[config.mk]
export PLATFORM = sky130hd
export DESIGN_NAME = tw_slave
export DESIGN_NICKNAME = d
export VERILOG_FILES = /design/src/hw/tw_pkg.sv /design/src/hw/tw_in_filt.sv /design/src/hw/tw_slave.sv
export SDC_FILE = /design/constraint.sdc
export NUM_CORES = 1
export LEC_CHECK = 0
export BUFFER_PORTS_ARGS = -buffer_cell sky130_fd_sc_hd__buf_2
export CORE_MARGIN = 1.5
export CORE_UTILIZATION = 50
export DETAILED_ROUTE_END_ITERATION = 7
export PLACE_DENSITY = 0.69
export SLEW_MARGIN = 0
export SYNTH_ARGS = -nofsm -noshare
export SYNTH_HDL_FRONTEND = slang
export SYNTH_SLANG_ARGS = --single-unit
[constraint.sdc]
create_clock -name clk_i -period 3.7 [get_ports clk_i]
set_input_delay 0.74 -clock clk_i [delete_from_list [all_inputs] [get_ports clk_i]]
set_output_delay 0.74 -clock clk_i [all_outputs]
set_load 0.01 [all_outputs]
[src/hw/tw_pkg.sv]
// constants, states and carrier types for the two-wire register access slave
package tw_pkg;

    // ==================================================================
    // clock and timing
    localparam int CLK_HZ = 10_000_000;
    localparam int TOUT_MS = 30;
    // longest time: integer division rounds down
    localparam int TOUT_CYC = (CLK_HZ / 1000) * TOUT_MS;

    // ==================================================================
    // input spike filter lengths, in clock cycles
    localparam int FILT_W = 3;
    localparam logic [2:0] FILT_FAST = 3'h2;
    localparam logic [2:0] FILT_HS = 3'h1;

    // ==================================================================
    // bus codes
    localparam logic [6:0] DEV_ADDR = 7'h4c;
    localparam logic [7:0] GCALL_ADDR = 8'h00;
    localparam logic [7:0] GCALL_RESET = 8'h06;
    localparam logic [4:0] HS_CODE = 5'h01;
    localparam logic [3:0] BIT_LAST = 4'h8;

    // ==================================================================
    // register map
    localparam logic [7:0] PTR_RST = 8'h00;
    localparam logic [7:0] HYST_PTR = 8'h21;
    localparam logic [7:0] HYST_RST = 8'h0a;
    localparam int HYST_MSB = 7;
    localparam int HYST_LSB = 0;

    // ==================================================================
    // byte-level state, gray along the usual path
    typedef enum logic [2:0] {
        ST_IDLE = 3'h0,
        ST_ADDR = 3'h1,
        ST_ADDR_ACK = 3'h3,
        ST_WR_BYTE = 3'h2,
        ST_WR_ACK = 3'h6,
        ST_RD_BYTE = 3'h7,
        ST_RD_ACK = 3'h5,
        ST_WAIT = 3'h4
    } tw_state_t;

    // register write strobe towards the rest of the device
    typedef struct packed {
        logic valid;
        logic [7:0] ptr;
        logic [7:0] data;
    } tw_wr_t;

endpackage

[src/hw/tw_in_filt.sv]
// two-flop synchroniser and spike filter for one bus input
`timescale 1ns/100ps
`default_nettype none
module tw_in_filt #(
    parameter int LEN_W = tw_pkg::FILT_W
) (
    // clock and reset
    input wire logic clk_i,
    input wire logic srst_i,
    // pin and filter length
    input wire logic pin_i,
    input wire logic [LEN_W-1:0] len_i,
    // filtered level
    output logic level_o
);
    import tw_pkg::*;

    logic meta_reg, meta_next;
    logic sync_reg, sync_next;
    logic level_reg, level_next;
    logic [LEN_W-1:0] cnt_reg, cnt_next;

    // level follows the synced pin only once it has stood len_i cycles
    always_comb begin
        meta_next = pin_i;
        sync_next = meta_reg;
        level_next = level_reg;
        cnt_next = '0;
        if (sync_reg != level_reg) begin
            if (cnt_reg + 1'b1 >= len_i) begin
                level_next = sync_reg;
            end else begin
                cnt_next = cnt_reg + 1'b1;
            end
        end
    end

    // bus idles high
    always_ff @(posedge clk_i) begin
        if (srst_i) begin
            meta_reg <= 1'b1;
            sync_reg <= 1'b1;
            level_reg <= 1'b1;
            cnt_reg <= '0;
        end else begin
            meta_reg <= meta_next;
            sync_reg <= sync_next;
            level_reg <= level_next;
            cnt_reg <= cnt_next;
        end
    end

    assign level_o = level_reg;

endmodule
`default_nettype wire

[src/hw/tw_slave.sv]
// two-wire slave with pointer, hysteresis register and register strobes
`timescale 1ns/100ps
`default_nettype none
// How it works
// (RULE1) hysteresis resets to ten degrees in every range setting
// (RULE2) hysteresis register sits at pointer 21h, resets to 0Ah
// (RULE3) hysteresis is unsigned 8-bit whole degrees, bit 7 most significant
// (RULE4) software keeps hysteresis below every high and alarm limit
// (RULE5) slave only: never drives SCL, START or STOP
// (RULE6) works from 1 kHz up to fast and high-speed rates
// (RULE7) every byte shifts most significant bit first
// (RULE8) first byte after START is 7-bit address plus direction, 4Ch
// (RULE9) own address acknowledged by pulling SDA low on ninth clock
// (RULE10) START is SDA fall with SCL high, STOP SDA rise
// (RULE11) SDA changes only while SCL low; high-phase change is control
// (RULE12) first byte of a write loads the pointer
// (RULE13) reads use the last written pointer, kept until next write
// (RULE14) master changes read target by pointer write then restart
// (RULE15) two-byte registers go high byte first, then low byte
// (RULE16) byte count set by master; receiver acknowledges every byte
// (RULE17) acknowledge holds SDA low over the whole ack clock high phase
// (RULE18) master ends a read by not acknowledging the last byte
// (RULE19) transfers end with STOP or repeated START; idle is both high
// (RULE20) SDA and SCL inputs are spike filtered before use
// (RULE21) with time-out enabled, 30 ms low in a transfer resets interface
// (RULE22) general call with second byte 06h resets registers, else nothing
// (RULE23) high-speed master code is not acknowledged, filters shortened till STOP
// (RULE24) SDA and SCL pass two flip-flops before edge detection
// (RULE25) unaddressed the slave keeps SDA released and waits after STOP
module tw_slave #(
    parameter int TOUT_CYCLES = tw_pkg::TOUT_CYC
) (
    // clock and reset
    input wire logic clk_i,
    input wire logic srst_i,
    // two-wire bus pins
    input wire logic scl_i,
    input wire logic sda_i,
    output logic sda_o,
    output logic sda_oe_o,
    // configuration
    input wire logic timeout_en_i,
    // pointer-selected register access
    output logic [7:0] reg_ptr_o,
    output tw_pkg::tw_wr_t reg_wr_o,
    output logic reg_rd_o,
    input wire logic [15:0] reg_rdata_i,
    input wire logic reg_wide_i,
    // status and own register
    output logic [7:0] hysteresis_value_o,
    output logic soft_rst_o,
    output logic hs_mode_o
);
    import tw_pkg::*;

    localparam int TW = $clog2(TOUT_CYCLES + 1);

    // ==================================================================
    // input conditioning
    logic scl_f, sda_f;
    logic scl_q_reg, sda_q_reg;
    logic hs_reg, hs_next;
    logic [FILT_W-1:0] filt_len;

    // (RULE23) high-speed shortens filters
    assign filt_len = hs_reg ? FILT_HS : FILT_FAST;

    // (RULE20) spike filter on scl
    tw_in_filt #(.LEN_W(FILT_W)) u_scl_filt (
        .clk_i(clk_i),
        .srst_i(srst_i),
        .pin_i(scl_i),
        .len_i(filt_len),
        .level_o(scl_f)
    );

    // (RULE24) sync and filter on sda
    tw_in_filt #(.LEN_W(FILT_W)) u_sda_filt (
        .clk_i(clk_i),
        .srst_i(srst_i),
        .pin_i(sda_i),
        .len_i(filt_len),
        .level_o(sda_f)
    );

    // (RULE6) edges at any bus rate
    logic scl_rise, scl_fall, start_det, stop_det;
    assign scl_rise = scl_f & ~scl_q_reg;
    assign scl_fall = ~scl_f & scl_q_reg;
    // (RULE10) control conditions
    assign start_det = scl_f & scl_q_reg & sda_q_reg & ~sda_f;
    assign stop_det = scl_f & scl_q_reg & ~sda_q_reg & sda_f;

    // ==================================================================
    // protocol state
    tw_state_t state_reg, state_next;
    logic [3:0] bit_reg, bit_next;
    logic [7:0] sh_reg, sh_next;
    logic [7:0] tx_reg, tx_next;
    logic oe_reg, oe_next;
    logic rw_reg, rw_next;
    logic first_reg, first_next;
    logic gc_reg, gc_next;
    logic hi_reg, hi_next;
    logic ackd_reg, ackd_next;
    logic [7:0] ptr_reg, ptr_next;
    logic [7:0] hyst_reg, hyst_next;
    tw_wr_t wr_reg, wr_next;
    logic rd_reg, rd_next;
    logic srst_reg, srst_next;
    logic [TW-1:0] tout_reg, tout_next;

    // byte to send next, picked from pointer
    logic wide;
    logic [7:0] rd_byte;
    assign wide = (ptr_reg != HYST_PTR) & reg_wide_i;
    // (RULE15) high byte before low byte
    assign rd_byte = (ptr_reg == HYST_PTR) ? hyst_reg :
                     (wide & hi_reg) ? reg_rdata_i[15:8] : reg_rdata_i[7:0];

    // next-state logic for the whole slave
    always_comb begin
        state_next = state_reg;
        bit_next = bit_reg;
        sh_next = sh_reg;
        tx_next = tx_reg;
        oe_next = oe_reg;
        rw_next = rw_reg;
        first_next = first_reg;
        gc_next = gc_reg;
        hi_next = hi_reg;
        ackd_next = ackd_reg;
        ptr_next = ptr_reg;
        hyst_next = hyst_reg;
        hs_next = hs_reg;
        wr_next = '0;
        rd_next = 1'b0;
        srst_next = 1'b0;
        // (RULE21) stuck-low time-out counter
        if (timeout_en_i && state_reg != ST_IDLE && (!scl_f || !sda_f)) begin
            tout_next = tout_reg + 1'b1;
        end else begin
            tout_next = '0;
        end
        if (start_det) begin
            // (RULE19) repeated start restarts address phase
            state_next = ST_ADDR;
            bit_next = '0;
            oe_next = 1'b0;
            gc_next = 1'b0;
        end else if (stop_det) begin
            // (RULE25) release and wait for start
            state_next = ST_IDLE;
            oe_next = 1'b0;
            hs_next = 1'b0;
        end else if (tout_reg >= TW'(TOUT_CYCLES)) begin
            // (RULE21) time-out releases the bus
            state_next = ST_IDLE;
            oe_next = 1'b0;
            hs_next = 1'b0;
            tout_next = '0;
        end else begin
            case (state_reg)
                ST_ADDR, ST_WR_BYTE: begin
                    if (scl_rise && bit_reg != BIT_LAST) begin
                        // (RULE7) shift in msb first
                        sh_next = {sh_reg[6:0], sda_f};
                        bit_next = bit_reg + 1'b1;
                    end else if (scl_fall && bit_reg == BIT_LAST) begin
                        bit_next = '0;
                        if (state_reg == ST_ADDR) begin
                            if (sh_reg[7:1] == DEV_ADDR) begin
                                // (RULE8) (RULE9) match and ack
                                oe_next = 1'b1;
                                rw_next = sh_reg[0];
                                hi_next = 1'b1;
                                state_next = ST_ADDR_ACK;
                            end else if (sh_reg == GCALL_ADDR) begin
                                // (RULE22) general call acked
                                oe_next = 1'b1;
                                rw_next = 1'b0;
                                gc_next = 1'b1;
                                state_next = ST_ADDR_ACK;
                            end else if (sh_reg[7:3] == HS_CODE) begin
                                // (RULE23) master code, no ack
                                hs_next = 1'b1;
                                state_next = ST_WAIT;
                            end else begin
                                // (RULE25) not ours, stay released
                                state_next = ST_WAIT;
                            end
                        end else begin
                            // (RULE16) ack every received byte
                            oe_next = 1'b1;
                            state_next = ST_WR_ACK;
                            first_next = 1'b0;
                            if (gc_reg) begin
                                // (RULE22) reset only on 06h
                                if (first_reg && sh_reg == GCALL_RESET) begin
                                    srst_next = 1'b1;
                                    hyst_next = HYST_RST;
                                    ptr_next = PTR_RST;
                                end
                            end else if (first_reg) begin
                                // (RULE12) first byte loads pointer
                                ptr_next = sh_reg;
                            end else if (ptr_reg == HYST_PTR) begin
                                // (RULE2) hysteresis write
                                hyst_next = sh_reg;
                            end else begin
                                wr_next = '{valid: 1'b1, ptr: ptr_reg, data: sh_reg};
                            end
                        end
                    end
                end
                ST_ADDR_ACK: begin
                    if (scl_fall) begin
                        first_next = 1'b1;
                        bit_next = '0;
                        if (rw_reg) begin
                            // (RULE13) read from held pointer
                            tx_next = rd_byte;
                            oe_next = ~rd_byte[7];
                            hi_next = wide ? ~hi_reg : hi_reg;
                            rd_next = 1'b1;
                            state_next = ST_RD_BYTE;
                        end else begin
                            oe_next = 1'b0;
                            state_next = ST_WR_BYTE;
                        end
                    end
                end
                ST_WR_ACK: begin
                    // (RULE17) ack held until scl falls again
                    if (scl_fall) begin
                        oe_next = 1'b0;
                        state_next = ST_WR_BYTE;
                    end
                end
                ST_RD_BYTE: begin
                    if (scl_rise) begin
                        bit_next = bit_reg + 1'b1;
                    end else if (scl_fall) begin
                        if (bit_reg == BIT_LAST) begin
                            oe_next = 1'b0;
                            bit_next = '0;
                            state_next = ST_RD_ACK;
                        end else begin
                            // (RULE11) change sda while scl low
                            tx_next = {tx_reg[6:0], 1'b0};
                            oe_next = ~tx_reg[6];
                        end
                    end
                end
                ST_RD_ACK: begin
                    if (scl_rise) begin
                        ackd_next = ~sda_f;
                    end else if (scl_fall) begin
                        if (ackd_reg) begin
                            tx_next = rd_byte;
                            oe_next = ~rd_byte[7];
                            hi_next = wide ? ~hi_reg : hi_reg;
                            rd_next = 1'b1;
                            state_next = ST_RD_BYTE;
                        end else begin
                            // (RULE18) nack ends the read
                            state_next = ST_WAIT;
                        end
                    end
                end
                ST_IDLE, ST_WAIT: begin
                    oe_next = 1'b0;
                end
                default: begin
                    state_next = ST_IDLE;
                    oe_next = 1'b0;
                end
            endcase
        end
    end

    // registers of the protocol state
    always_ff @(posedge clk_i) begin
        if (srst_i) begin
            scl_q_reg <= 1'b1;
            sda_q_reg <= 1'b1;
            state_reg <= ST_IDLE;
            bit_reg <= '0;
            sh_reg <= '0;
            tx_reg <= '0;
            oe_reg <= 1'b0;
            rw_reg <= 1'b0;
            first_reg <= 1'b0;
            gc_reg <= 1'b0;
            hi_reg <= 1'b1;
            ackd_reg <= 1'b0;
            ptr_reg <= PTR_RST;
            // (RULE1) ten degrees after reset
            hyst_reg <= HYST_RST;
            hs_reg <= 1'b0;
            wr_reg <= '0;
            rd_reg <= 1'b0;
            srst_reg <= 1'b0;
            tout_reg <= '0;
        end else begin
            scl_q_reg <= scl_f;
            sda_q_reg <= sda_f;
            state_reg <= state_next;
            bit_reg <= bit_next;
            sh_reg <= sh_next;
            tx_reg <= tx_next;
            oe_reg <= oe_next;
            rw_reg <= rw_next;
            first_reg <= first_next;
            gc_reg <= gc_next;
            hi_reg <= hi_next;
            ackd_reg <= ackd_next;
            ptr_reg <= ptr_next;
            hyst_reg <= hyst_next;
            hs_reg <= hs_next;
            wr_reg <= wr_next;
            rd_reg <= rd_next;
            srst_reg <= srst_next;
            tout_reg <= tout_next;
        end
    end

    // ==================================================================
    // outputs
    // (RULE5) open drain: only ever pulls low
    assign sda_o = 1'b0;
    assign sda_oe_o = oe_reg;
    assign reg_ptr_o = ptr_reg;
    assign reg_wr_o = wr_reg;
    assign reg_rd_o = rd_reg;
    // (RULE3) unsigned whole degrees, bit 7 msb
    assign hysteresis_value_o = hyst_reg[HYST_MSB:HYST_LSB];
    assign soft_rst_o = srst_reg;
    assign hs_mode_o = hs_reg;

endmodule
`default_nettype wire

; Word-level counts from Yosys, hierarchy flattened
; Cells that the tools add are included.
[word_totals]
register_bits = 97
out_inout_bits = 38
input_bits = 22
elab_cells = 260
[op_classes]
addsub = 4
n_reduce_logical = 49
n_eq_ne = 49
muxes = 98
n_bitwise = 27
n_lt_le_gt_ge = 3
[op_table]
columns = cell, n
row1 = 19-bit two-way mux, 4
row2 = 8-bit two-way mux, 9
row3 = 7-bit two-way mux, 8
row4 = 1-bit two-way mux, 48
row5 = "5-bit inequality test, second input constant", 9
row6 = 10-bit AND reduction, 4
row7 = 3-bit two-way mux, 13
row8 = 8-bit AND reduction, 4
row9 = "2-bit inequality test, second input constant", 15
row10 = 4-bit two-way mux, 6
row11 = 3-bit nonzero test, 8
row12 = 7-bit case mux with 3 select lines, 1
row13 = "19-bit by 1-bit adder with 19-bit output, second input constant", 1
row14 = "19-bit >= comparator, second input constant", 1
row15 = "3-bit inequality test, second input constant", 6
row16 = 1-bit NOT, 18
row17 = 17-bit two-way mux, 1
row18 = 3-bit case mux with 5 select lines, 1
row19 = 13-bit AND reduction, 1
row20 = "3-bit == test, second input constant", 4
row21 = 4-bit case mux with 3 select lines, 1
row22 = 12-bit AND reduction, 1
row23 = 11-bit OR reduction, 1
row24 = 5-bit AND reduction, 2
row25 = other kinds (35), 63

; Depth between registers and ports, before layout
[logic_depth]
ltp_word = 10
mapped_depth = 10
depth_no_buf = 8

; Hierarchy
; From an unflattened synthesis, not the netlist that was laid out.
[unflattened]
cells_unflattened = 541
hier_area_um2 = 4675.7
[by_module_without_submodules]
columns = mod, area_each_um2, cells_each, seq_area_each_um2, instances
row1 = tw_slave, 4125.2, 483, 1701.6, 1
row2 = tw_in_filt, 275.3, 29, 120.1, 2

; Worst setup path after synthesis
; OpenSTA, ideal clock, no wires.
[synth_path]
path_kind = reg2reg
from = reg u_scl_filt.level_reg (netlist: u_scl_filt.level_o)
to = reg bit_reg[3]
path_stages_with_launch = 9
slack_ps = 1547
t_required_ps = 3624
setup_ps = 76
arrival_ps = 2077
n_path_buf = 0
cell_sequence = dfxtp_1 inv_1 ha_1 and4b_1 a311oi_1 a31oi_1 nand4_1 or4_1 a21boi_0
[synth_via]
elab_chain_cells = 5
[synth_lines]
columns = item, line
row1 = "start, declared", tw_in_filt.sv:20  ; logic level_reg, level_next;
row2 = "start signal, assigned", tw_in_filt.sv:48  ; level_reg <= level_next;
row3 = 1-bit NOT / 1-bit bitwise AND (equally long branches), "tw_slave.sv:89, tw_slave.sv:91, tw_slave.sv:92"
row4 = "1-bit bitwise AND, on equally long branches", "tw_slave.sv:89, tw_slave.sv:92"
row5 = 1-bit logical AND / 1-bit bitwise AND (equally long branches), "tw_slave.sv:169, tw_slave.sv:92"
row6 = 3-bit inequality test (no source line) / 1-bit NOT (equally long branches), n/a
row7 = 7-bit AND reduction (no source line), n/a
row8 = "end signal, assigned", tw_slave.sv:309  ; bit_reg <= bit_next;
row9 = "end, declared", tw_slave.sv:97  ; logic [3:0] bit_reg, bit_next;
; Parallel ways exist; a longest one is shown, timed or not.
; A chain may end at the register's enable or synchronous reset.

; Worst setup path in the final report
[layout_path]
from = reg state_reg[2]
to = reg bit_reg[3]
[layout_via]
elab_chain_cells = 4
[layout_lines]
columns = item, line
row1 = "start, declared", tw_slave.sv:96  ; tw_state_t state_reg, state_next;
row2 = "start signal, assigned", tw_slave.sv:308  ; state_reg <= state_next;
row3 = 3-bit by 1-bit == test with 1-bit output / 3-bit by 2-bit == test with 1-bit output (equally long branches), tw_slave.sv:163  ; case (state_reg)
row4 = 2-bit OR reduction, tw_slave.sv:163
row5 = 3-bit inequality test (no source line) / 3-bit nonzero test (equally long branches), n/a
row6 = 7-bit AND reduction (no source line), n/a
; Parallel ways exist; a longest one is shown, timed or not.

==> implementation parameters <==
Parameter                              Value

Logic synthesis
  Avg Cell Area, Syn    8.742 um2
  Number of library cell types mapped by synthesis    58
  Share of flip-flops with an asynchronous set or reset    0%
  Number of synthesized flops with an enable pin    0
  Cells taking the most area after synthesis    sky130_fd_sc_hd__dfxtp_1, sky130_fd_sc_hd__mux2i_1, sky130_fd_sc_hd__nor2_1
  Sequential fraction of the synthesis area    42.39%
  Top-count cell post-synth    sky130_fd_sc_hd__dfxtp_1
  Number of instances in the synthesized netlist    524
  Main flop type after synthesis    sky130_fd_sc_hd__dfxtp_1
  Seq cells post-synth    97
  Top cell type's share of synthesized area    42.39%
  Cell types with the highest counts after synthesis    sky130_fd_sc_hd__dfxtp_1, sky130_fd_sc_hd__nor2_1, sky130_fd_sc_hd__nand2_1
  Cell type with the highest aggregate area in the netlist    sky130_fd_sc_hd__dfxtp_1
  Netlist area before placement    4581 um2
  Yosys warnings    0

CTS
  TritonCTS clock tree    built
  Number of buffers inserted during clock tree synthesis    9
  Number of buffers on the longest clock path    2
  Number of levels the H-tree was split into    3
  Clock Pin Slew Worst Setup and Hold Paths    0.10 ns
  Root Driver    sky130_fd_sc_hd__clkbuf_8
  Clock latency on the worst-skew pair    0.37 ns
  Count of cells resized by post-cts repair    0
  Post-CTS setup buffers    0
  Clk sink count    97
  CTS Hold Buffers Added    0

Power and ir drop
  Peak VDD IR    0.2283 mV
  Power per Cell Area    368.1 nW/um2
  Cell leakage power    2.172 nW

Worst hold path
  Hold Path Class    reg -> reg
  Cell depth of the worst hold path    1
  Startpoint of the worst hold path    u_sda_filt.meta_reg

Status
  Outcome    finished with violations
  Failing checks    DRC

Final layout
  Final net count    608
  Fraction of the core area covered by cells at the end of the flow    58.74%
  Synthesis-to-finish area growth    12.92%
  Ratio of cells with drive above 1 in the final layout    16.44%
  Area occupied by multi-input gates    2484 um2
  Number of flip-flops under the largest register name    19
  Number of filler instances in the final layout    802
  Count of antenna diodes in the layout    0
  Sequential Area    1942 um2

Timing
  Setup clock skew after layout    0.01148 ns
  Final period demand of the worst path    2.593 ns
  Max Slew Vio Count    0
  Worst-margin pin slew    0.7226 ns
  Setup repair after global routing missed its margin    no
  Fin crit share    70.09%
  Final setup vio count    0
  Post-route worst hold slack    0.4223 ns
  Post-route worst setup slack    1.107 ns
  Final Hold Fails    0
  Fmax    385.6 MHz
  Worst slew margin relative to its limit    51.72%
  Setup TNS after final layout    0 ns

Global route
  Met2 usage in global routing    35.52%
  Met3 track demand over resource in global routing    4.610%
  Maximum number of pins on one net before global-route repair    29
  Global route overflow    0
  Met1 Usage GRT    26.52%
  Antenna violations before repair    0
  Number of global-route vias before repair    3589
  Most heavily used metal layer in global routing    met2
  Global-route usage over all layers    20.98%
  Wire length of the first global-routing pass    16680 um

Critical path
  Endpoint class of the critical path    flip-flop
  Critical path data arrival time    2.88 ns
  WP data required    3.99 ns
  Crit-path leading delay family    simple AND/OR/NAND/NOR gates
  Slowest cell delay on critical path    0.68 ns
  Origin of the critical flop-to-flop path    state_reg[2]
  Startpoint class of the critical path    flip-flop
  Maximum fanout count along the critical path    19
  Worst R2R Setup Slack    1.11 ns
  Ordered cell list for the critical path    inv_1, nor2_1, o21ai_0, or4_1, a21boi_0
  Timing startpoint of the critical path    state_reg[2]
  Max stage delay cell, worst path    sky130_fd_sc_hd__dfxtp_1
  CP Buf/Inv Count    1
  Path depth of the worst reg2reg path    5
  Crit. path cell count    5
  Crit Path Class    reg -> reg

Die
  DIE WIDTH    98.72 um
  Full die area    9745 um2
  Top-level I/O count    60
  Starting utilization of the core area    52.02%
  Row count    34
  Core ar.    8806 um2
  Die H    98.72 um

Place
  Sum of net half-perimeters after detailed placement    7115 um
  Setup slack after placement    1.186 ns
  Number of buffers added on ports    58
  Placer's final routability congestion estimate    0.9372

Detailed routing
  First-pass DRT Iterations    7
  Total via count after detailed routing    3946
  Vias per cell    5.752
  DR DRC count    11
  Total Wirelength    10040 um
  Number of antenna-violating nets in the routed design    0
  Average detailed-routed wire length per instance    14.63 um
  Initial DRC count    352

Job
  Maxcap violations    0
==> layout by cell type, fill, tap and decap left out, types with 4 or more instances in the layout <==
master,n
sky130_fd_sc_hd__nor2b_1,18
sky130_fd_sc_hd__and2_1,18
sky130_fd_sc_hd__o21ai_0,15
sky130_fd_sc_hd__ha_1,13
sky130_fd_sc_hd__nand3b_1,4
sky130_fd_sc_hd__a21oi_1,24
sky130_fd_sc_hd__mux2i_1,23
sky130_fd_sc_hd__and4_1,5
sky130_fd_sc_hd__o211ai_1,8
sky130_fd_sc_hd__nand3_1,27
sky130_fd_sc_hd__buf_2,58
sky130_fd_sc_hd__or2_2,8
sky130_fd_sc_hd__nor3_1,14
sky130_fd_sc_hd__nand2b_1,4
sky130_fd_sc_hd__nand2_1,38
sky130_fd_sc_hd__clkbuf_8,9
sky130_fd_sc_hd__nor2_1,61
sky130_fd_sc_hd__and3_1,7
sky130_fd_sc_hd__a311oi_1,7
sky130_fd_sc_hd__buf_4,5
sky130_fd_sc_hd__xnor2_1,11
sky130_fd_sc_hd__o31ai_1,4
sky130_fd_sc_hd__a31oi_1,5
sky130_fd_sc_hd__xor2_1,10
sky130_fd_sc_hd__dfxtp_1,97
sky130_fd_sc_hd__inv_1,14
sky130_fd_sc_hd__a211oi_1,8
sky130_fd_sc_hd__nand4_1,8
==> final cells by class <==
cell class,instances,share of cell area (%)
multi-input combinational,388,48.02
clock inverter,7,2.080
inverter,14,1.016
clock buffer,9,2.395
timing repair buffer,63,6.338
sequential,97,37.54
tap,108,2.612
==> kinds of logic (layout without fill, tap and decap cells) <==
logic type,count (synthesis),count (layout),share of synthesized area (%)
simple gates,232,232,26.36
other cells,1,3,0.08187
buf+inv,41,93,3.551
flops,97,97,42.39
xor+xnor,21,21,4.015
fa+ha+maj,14,14,3.770
compound gates,93,93,14.31
mux,25,25,5.518
==> worst paths after layout <==
path | to
worst max-delay path | bit_reg[3]
worst min-delay path | u_sda_filt.sync_reg
worst max register to register | bit_reg[3]
worst min register to register | u_sda_filt.sync_reg
==> through the flow <==
stage	cell area, um2	power [mW]	cells
6_report	5172	1.904	686
5_1_grt	5172	1.984	686
4_1_cts	5172	1.928	686
3_5_place_dp	4941	1.180	670
3_3_place_gp	4941	1.178	670
2_1_floorplan	4588	1.151	526
==> report_power, final <==
group | switching, mW | internal [mW] | leakage (nW)
Clock | 0.411 | 0.338 | 0.114
Combinational | 0.0578 | 0.0383 | 1.27
Sequential | 0.00893 | 1.05 | 0.784
==> routing by layer <==
metal  part of all wire, %  wire length (um)
met1                    45              4531
met2                    46              4659
met3                   6.3               632
met4                   2.2               216
met5                     0                 0
Note: power is estimated with default switching activity, not from simulation.
